**config.mk**
```make
export PLATFORM = sky130hd
export DESIGN_NAME = rre_exec
export DESIGN_NICKNAME = d
export VERILOG_FILES = /design/src/hdl/rre_decode.v /design/src/hdl/rre_exec.v
export VERILOG_INCLUDE_DIRS = /design/src /design/src/hdl
export SDC_FILE = /design/constraint.sdc
export NUM_CORES = 1
export LEC_CHECK = 0
export ABC_AREA = 1
export BUFFER_PORTS_ARGS = -buffer_cell sky130_fd_sc_hd__buf_4
export CAP_MARGIN = 20
export CORE_ASPECT_RATIO = 1.2
export CORE_MARGIN = 2
export CORE_UTILIZATION = 45
export CTS_CLUSTER_SIZE = 12
export DETAILED_ROUTE_END_ITERATION = 8
export PLACE_DENSITY = 0.89
export SLEW_MARGIN = 40
export SYNTH_ARGS = -nofsm -noshare
export SYNTH_HDL_FRONTEND = slang
export SYNTH_SLANG_ARGS = --single-unit
```
**constraint.sdc**
```tcl
create_clock -name clk -period 2.07 [get_ports clk]
set_input_delay 0.1035 -clock clk [delete_from_list [all_inputs] [get_ports clk]]
set_output_delay 0.1035 -clock clk [all_outputs]
set_load 0.05 [all_outputs]
```
**src/hdl/rre_defines.vh**
```
/*
  Constants for the return and rotate execution block: opcode patterns,
  field positions, cycle counts and reset values.
  Assumes 14-bit instruction words and an 8-bit data path.
*/
`ifndef RRE_DEFINES_VH
`define RRE_DEFINES_VH

`define RRE_INSN_W 14
`define RRE_DATA_W 8
`define RRE_PC_W 13
`define RRE_FADDR_W 7
`define RRE_LIT_MSB 7
`define RRE_LIT_LSB 0
`define RRE_FADDR_MSB 6
`define RRE_FADDR_LSB 0
`define RRE_DEST_BIT 7
`define RRE_RETLIT_TOP 4'hd
`define RRE_RETLIT_TOP_MSB 13
`define RRE_RETLIT_TOP_LSB 10
`define RRE_RETURN_CODE 14'h0008
`define RRE_ROTATE_TOP 6'h0c
`define RRE_ROTATE_TOP_MSB 13
`define RRE_ROTATE_TOP_LSB 8
`define RRE_BRANCH_CYCLES 2
`define RRE_SIMPLE_CYCLES 1
`define RRE_ACC_RESET 8'h00
`define RRE_CARRY_RESET 1'b0
`define RRE_WDATA_RESET 8'h00
`define RRE_PC_RESET 13'h0000

`endif

```
**src/hdl/rre_decode.v**
```verilog
/*
  Opcode decoder for the return and rotate execution block.
  Assumes a registered instruction word in the core clock domain.
*/
`include "rre_defines.vh"

module rre_decode (
  input wire [13:0] insn,
  output wire is_retlit,
  output wire is_return,
  output wire is_rotate,
  output wire [7:0] literal,
  output wire [6:0] faddr,
  output wire dest_file
);
  assign is_retlit = insn[`RRE_RETLIT_TOP_MSB:`RRE_RETLIT_TOP_LSB] == `RRE_RETLIT_TOP;
  assign is_return = insn == `RRE_RETURN_CODE;
  assign is_rotate = insn[`RRE_ROTATE_TOP_MSB:`RRE_ROTATE_TOP_LSB] == `RRE_ROTATE_TOP;
  assign literal = insn[`RRE_LIT_MSB:`RRE_LIT_LSB];
  assign faddr = insn[`RRE_FADDR_MSB:`RRE_FADDR_LSB];
  assign dest_file = insn[`RRE_DEST_BIT];
endmodule // rre_decode

```
**src/hdl/rre_exec.v**
```verilog
/*
  Execution unit for return-with-literal, subroutine return and
  rotate-right-via-carry. Holds the working accumulator and carry flag.
  Assumes the core presents one instruction per cycle with insn_valid,
  returns file data combinationally on file_rdata for file_addr, and
  supplies top_stack_entry from the hardware return stack.
  The file write strobe trails the rotate by one cycle, so the core keeps
  the rotate's file address with it. BRANCH_CYCLES is at least 2.
*/
`include "rre_defines.vh"

module rre_exec #(
  parameter PC_W = `RRE_PC_W,
  parameter BRANCH_CYCLES = `RRE_BRANCH_CYCLES
) (
  input wire clk,
  input wire rst_n,
  input wire insn_valid,
  input wire [13:0] insn,
  input wire [PC_W-1:0] top_stack_entry,
  input wire [7:0] file_rdata,
  output wire [6:0] file_addr,
  output reg file_we,
  output reg [7:0] file_wdata,
  output reg stack_pop,
  output reg pc_load,
  output reg [PC_W-1:0] pc_value,
  output reg flush_fetch,
  output wire busy,
  output reg [7:0] acc,
  output reg carry
);

  localparam ST_RUN = 1'b0;
  localparam ST_FLUSH = 1'b1;
  localparam OP_NONE = 2'b00;
  localparam OP_RETLIT = 2'b01;
  localparam OP_RETURN = 2'b10;
  localparam OP_ROTATE = 2'b11;
  // Hold counter width; covers branch spans up to 16 cycles
  localparam CNT_W = 4;

  reg state;
  reg next_state;
  reg [CNT_W-1:0] hold_cnt;
  reg [CNT_W-1:0] next_hold;
  reg [7:0] next_acc;
  reg next_carry;
  reg next_file_we;
  reg [7:0] next_file_wdata;
  reg next_stack_pop;
  reg next_pc_load;
  reg [PC_W-1:0] next_pc_value;
  reg next_flush;

  wire is_retlit;
  wire is_return;
  wire is_rotate;
  wire [7:0] literal;
  wire dest_file;
  wire [7:0] rot_result;
  wire take;
  wire [1:0] cur_op;
  wire branch_take;
  wire rotate_take;
  wire [31:0] cycles_full;
  wire [CNT_W-1:0] hold_load;

  // One class per accepted word; nothing is accepted outside a run slot
  function [1:0] op_class;
    input slot_ok;
    input retlit_hit;
    input return_hit;
    input rotate_hit;
    begin
      if (!slot_ok) begin
        op_class = OP_NONE;
      end else if (retlit_hit) begin
        op_class = OP_RETLIT;
      end else if (return_hit) begin
        op_class = OP_RETURN;
      end else if (rotate_hit) begin
        op_class = OP_ROTATE;
      end else begin
        op_class = OP_NONE;
      end
    end
  endfunction

  // Classes that reload the program counter from the stack
  function is_branch;
    input [1:0] op;
    begin
      is_branch = (op == OP_RETLIT) || (op == OP_RETURN);
    end
  endfunction

  // Instruction cycles an accepted word occupies
  function [31:0] op_cycles;
    input branch_hit;
    begin
      if (branch_hit) begin
        op_cycles = BRANCH_CYCLES;
      end else begin
        op_cycles = `RRE_SIMPLE_CYCLES;
      end
    end
  endfunction

  rre_decode u_dec (
    .insn(insn),
    .is_retlit(is_retlit),
    .is_return(is_return),
    .is_rotate(is_rotate),
    .literal(literal),
    .faddr(file_addr),
    .dest_file(dest_file)
  );

  // Later cycles of a branch ignore the fetched word
  assign take = insn_valid && (state == ST_RUN);
  assign busy = (state == ST_FLUSH);
  assign cur_op = op_class(take, is_retlit, is_return, is_rotate);
  assign branch_take = is_branch(cur_op);
  assign rotate_take = (cur_op == OP_ROTATE);
  assign cycles_full = op_cycles(is_branch(cur_op));
  assign hold_load = cycles_full[CNT_W-1:0] - 4'h1;

  // Old carry enters the top bit, every other bit moves down one place
  assign rot_result[7] = carry;
  genvar gi;
  generate
    for (gi = 0; gi < 7; gi = gi + 1) begin : g_rot
      assign rot_result[gi] = file_rdata[gi + 1];
    end
  endgenerate

  // Next values; strobes default low every cycle
  always @* begin
    next_state = state;
    next_hold = hold_cnt;
    next_acc = acc;
    next_carry = carry;
    next_file_we = 1'b0;
    next_file_wdata = file_wdata;
    next_stack_pop = 1'b0;
    next_pc_load = 1'b0;
    next_pc_value = pc_value;
    next_flush = 1'b0;
    case (state)
      ST_RUN: begin
        if (branch_take) begin
          if (cur_op == OP_RETLIT) begin
            next_acc = literal;
          end
          next_pc_value = top_stack_entry;
          next_pc_load = 1'b1;
          next_stack_pop = 1'b1;
          next_flush = 1'b1;
          next_hold = hold_load;
          next_state = ST_FLUSH;
        end else if (rotate_take) begin
          next_carry = file_rdata[0];
          if (dest_file) begin
            next_file_we = 1'b1;
            next_file_wdata = rot_result;
          end else begin
            next_acc = rot_result;
          end
        end
      end
      ST_FLUSH: begin
        // Count down the discarded fetch slots
        if (hold_cnt > 4'h1) begin
          next_hold = hold_cnt - 4'h1;
        end else begin
          next_hold = 4'h0;
          next_state = ST_RUN;
        end
      end
      default: begin
        next_hold = 4'h0;
        next_state = ST_RUN;
      end
    endcase
  end

  // Control registers: sequencing state and the one-cycle strobes
  always @(posedge clk) begin
    if (!rst_n) begin
      state <= ST_RUN;
      hold_cnt <= 4'h0;
      file_we <= 1'b0;
      stack_pop <= 1'b0;
      pc_load <= 1'b0;
      flush_fetch <= 1'b0;
    end else begin
      state <= next_state;
      hold_cnt <= next_hold;
      file_we <= next_file_we;
      stack_pop <= next_stack_pop;
      pc_load <= next_pc_load;
      flush_fetch <= next_flush;
    end
  end

  // Data registers: accumulator, carry and the values handed to the core
  always @(posedge clk) begin
    if (!rst_n) begin
      acc <= `RRE_ACC_RESET;
      carry <= `RRE_CARRY_RESET;
      file_wdata <= `RRE_WDATA_RESET;
      pc_value <= `RRE_PC_RESET;
    end else begin
      acc <= next_acc;
      carry <= next_carry;
      file_wdata <= next_file_wdata;
      pc_value <= next_pc_value;
    end
  end
endmodule // rre_exec

```
Word-level counts from Yosys, hierarchy flattened
Cells that the tools add are included.

Register bits after elaboration: 37. Bits of input ports: 38. Output and inout bits: 42. Logic and storage cells: 49.

Add/sub/neg operators: 2. Order comparisons: 1. Equality and inequality tests: 9. Muxes and demuxes: 16. Bitwise gates (word level): 4. Reduce and logical (&&, ||, !) cells: 9.

Operator list (count): $mux W8 (4); $eq A14 B4 Y1 const B (1); $mux W2 (5); $mux W4 (2); $pmux W4 S2 (1); $reduce_and A4 Y1 (2); $sub A4 B1 Y4 const B (2); $eq A6 B4 Y1 const B (1); $eq A2 B2 Y1 const B (2); $eq A4 B4 Y1 const B (1); $gt A4 B1 Y1 const B (1); $ne A2 B1 Y1 const B (2); $not A1 Y1 (4); $reduce_or A4 Y1 (1); $mux W1 (3); $reduce_and A3 Y1 (1); $eq A2 B1 Y1 const B (1); $ne A2 B2 Y1 const B (1); $pmux W1 S2 (1); $reduce_and A2 Y1 (1); $reduce_bool A2 Y1 (1); $reduce_or A2 Y1 (1); $logic_and A1 B1 Y1 (1); $logic_or A1 B1 Y1 (1).

Longest topological paths before layout
Word-level depth: 11. Mapped depth: 13. Mapped depth without buffers: 12.

By module
From an unflattened synthesis, not the netlist that was laid out.

Cells, all modules: 267. Area total of the unflattened synthesis: 1804.2 um^2.

Modules (own cells, without submodules): rre_exec (instances 1, cells an instance 226, area each 1574.0 um^2, seq. area each 740.7 um^2); rre_decode (instances 1, cells an instance 41, area each 230.2 um^2, seq. area each 0.0 um^2).

Worst setup path after synthesis
Ideal clock, no wire load.

Path type: reg2reg. From: register state, in the netlist busy. To: register file_wdata[5]. Library setup time: 0.070 ns. Data arrival time: 2.050 ns. Data required time: 2.000 ns. Slack: -0.050 ns. Stages on the path, launching flop included: 11. Path buffers: 1. Period minus slack after synthesis: 2.120 ns. Cells stage by stage: dfxtp_1 -> inv_2 -> nand2_2 -> a21oi_1 -> ha_1 -> buf_2 -> nor2_4 -> nand3_2 -> inv_2 -> o21ai_0 -> a21oi_1.

Cells in the longest elaborated chain, start to end: 7. Elaborated cells between the ends (all ways): 9. Those cells by class: 3 x eq/ne; 1 x mux; 2 x bitwise; 3 x reduce/logical.

Ends and longest elaborated chain: start, declared (line rre_exec.v:43) `reg state;`; start signal, assigned (line rre_exec.v:198) `state <= next_state;`; $not A1 Y1 (no source line) *; $logic_and A1 B1 Y1 * (line rre_exec.v:121) `assign take = insn_valid && (state == ST_RUN);`; $mux W2 * (line rre_exec.v:76) `if (!slot_ok) begin`; $eq A2 B1 Y1 or $eq A2 B2 Y1 (tied branches) (line rre_exec.v:94) `is_branch = (op == OP_RETLIT) || (op == OP_RETURN);`; $logic_or A1 B1 Y1 * (line rre_exec.v:94); via branch_take (line rre_exec.v:64) `wire branch_take;`; $not A1 Y1 (no source line) *; $reduce_and A4 Y1 (no source line) *; end signal, assigned (line rre_exec.v:212) `` file_wdata <= `RRE_WDATA_RESET; ``; end signal, assigned (line rre_exec.v:217) `file_wdata <= next_file_wdata;`; end, declared (line rre_exec.v:24) `output reg [7:0] file_wdata,`.

The timed path passes the listed nets; every way through them passes the cells marked *. A chain may end at the register's enable or synchronous reset.

Worst setup path after layout
Ends and elaborated chain as after synthesis.

==> metrics <==
CTS root buffer clkbuf_8; Pleak around 0.0012 uW; slowest stage cell, crit path dfxtp_2; Layout area overhead 41.08%; synthesis-stage register bit count 37; cell chain of the critical path inv_2 > nand2_2 > a21oi_1 > ha_1 > nor2_4 > nand3_2 > inv_2 > o21ai_0 > a21oi_1; Die Y between 70 and 80 microns; status finished, final reports clean; fin crit share roughly 90%; Vias/cell 4.891; final net count about 350; share of layout cells above drive strength 1 a little under a third; PortBufs 79; Longest Clk Path Bufs 2; first-pass GRT wire length 7169 microns; class of the worst hold path in2reg; top cell type's share of synthesized area around 45%; fraction of registers with async set/reset 0%; post-CTS sizing 0; Worst-Margin Slew slightly above 300 ps; clock latency at the later pin of the worst-skew pair 300 ps; total core area between 3000 and 4000 sq um; Buffers & Inverters on Critical Path 2; Worst Setup End Kind flip-flop; Synth Area per Inst roughly 7.0 sq um; Cell Pwr Density 731.5 nW/um^2; # rows 24; TNS Setup 0 ps; Hold Vio Cnt, Final 0; total gr overflow 0; Mapped Area 1663 sq um; Post-Route WL 4275 microns; Achievable Freq roughly 0.54 GHz; Final Max Tran Viols 0; I/O Pins 80; main flop type after synthesis dfxtp_1; pin count of the biggest net entering global routing 34; Max-Cap Viols 0; Yosys cell types 19; min cycle time layout 1854 ps; peak supply drop between 0.0004 and 0.0005 V; RSZ-0062 raised after global routing no; number of routed nets with antenna violations 0; CP required 2310 ps; top cells by count, synth 65 x nor2_1, 41 x nand2_1, 37 x dfxtp_1; Clock Skew roughly 4.5 ps; clock transition at the registers of the reported paths 80 ps; CTS Buf Count 5; Seq/Total Area, Yosys about 45%; CP peak stage delay between 300 and 400 ps; Die W 59.49 microns; TritonCTS sink count 37; Ys Warns 0; number of global-route vias before repair roughly 1,700; Die ar. about 4200 sq um; setup violators final 0; postcts setup bufs 0; Starting Density ~47%; initial antenna violation count 0; Worst path top cell family by delay compound AO/OA/AOI/OAI gates; syn nets around 280; wire per inst between 10 and 15 microns; H-Tree Depth 2; post-cts hold buffer count 0; Via Count 1,712; post-synth top area cell dfxtp_1; antenna fix cells 0; CTS tree yes; CP Class reg2reg; DRT Pass-1 Iters 6; Critical Path Source Type flip-flop; initial DRC count 32; number of remaining DRC errors 0; Fin Hold WS ~21 ps; Post-synth EDFFs 0; worst path arrival time approximately 2100 ps; Mapped Cells 238; GPL Wtd Cong between 0.7 and 0.8; Critical Path Fanout Max 10; worst rel slew slack around four fifths; dominant cells by area after synthesis dfxtp_1 45%, nor2_1 15%, nand2_1 9.3%; count leader, synth nor2_1; Tot GR Track Use roughly 22%; HPWL after DPL roughly 3100 microns
## per-stage QoR
step           worst slack [ps]  util (%)  total power (uW)  cells  cell area (sq um)
2_1_floorplan             194.1         -             891.3    238               1664
3_3_place_gp              202.9     61.90             983.4    342               2212
3_5_place_dp              131.9     61.90             986.6    342               2212
4_1_cts                   185.1     65.65              1730    350               2346
5_1_grt                   26.94     65.65              1778    350               2346
6_report                  216.3     65.65              1716    350               2346
## flip-flops by register name, indices dropped and copies added, names as in the netlist
signal	count
file_wdata	8
pc_value	13
busy	1
acc	8
flush_fetch	1
carry	1
hold_cnt	4
file_we	1
## report_power, final
part / total (uW) / switching (uW) / internal [uW] / leakage [uW]
combinational: 237 / 145 / 92.4 / 0.000848
sequential: 734 / 8.50 / 726 / 0.000299
clock: 745 / 267 / 478 / 0.0000681
## worst reg2reg max path: stages, from the launching register on
cell	delay [ps]
dfxtp_2	370
inv_2	90
nand2_2	70
a21oi_1	170
ha_1	320
nor2_4	140
nand3_2	170
inv_2	200
o21ai_0	120
a21oi_1	140
## path summary, 6_finish.rpt
path                                                    to  slack (ps)                     start  depth (start not counted)
worst max register to register  file_wdata[5]$_SDFFE_PN0P_         220           busy$_SDFF_PN0_                          9
worst max-delay path            file_wdata[5]$_SDFFE_PN0P_         220           busy$_SDFF_PN0_                          9
worst min register to register    hold_cnt[1]$_SDFFE_PN0P_         490  hold_cnt[1]$_SDFFE_PN0P_                          2
worst min-delay path             pc_value[10]$_SDFFE_PN0P_          20       top_stack_entry[10]                          3
## layout by cell type (no fill, tap or decap), drive strengths merged
cell type	count
a21oi	9
o31ai	1
inv	24
ha	3
clkinv	1
nand3	10
buf	81
o21ai	26
dfxtp	37
xor2	1
nand4	3
nor2	66
clkbuf	5
nand2	42
bufinv	2
## kinds of logic (layout without fill, tap and decap cells)
kind of cell	Yosys count	count (layout)	synth area share, %
AO/OA/AOI/OAI	36	36	10.99
adder cells (fa/ha/maj)	3	3	2.258
XOR/XNOR	1	1	0.5268
buffers and inverters	40	113	11.96
AND/OR/NAND/NOR	121	121	29.72
flip-flops	37	37	44.54
## layer usage
layer,vias to the layer above,GRT usage (%),routed length (microns)
met3,12,7.495,349
met1,762,24.39,1638
met2,61,37.61,2195
met5,-,0,0
met4,0,10.12,92
li1,877,-,-
## cell type report
type | count | area, sq um
Clock buffer | 5 | 68.82
Clock inverter | 3 | 65.06
Fill cell | 325 | 1227
Inverter | 24 | 90.09
Multi-Input combinational cell | 161 | 723.2
Sequential cell | 37 | 742.0
Tap cell | 39 | 48.80
Timing Repair Buffer | 81 | 608.1
Note: power is estimated with default switching activity, not from simulation.
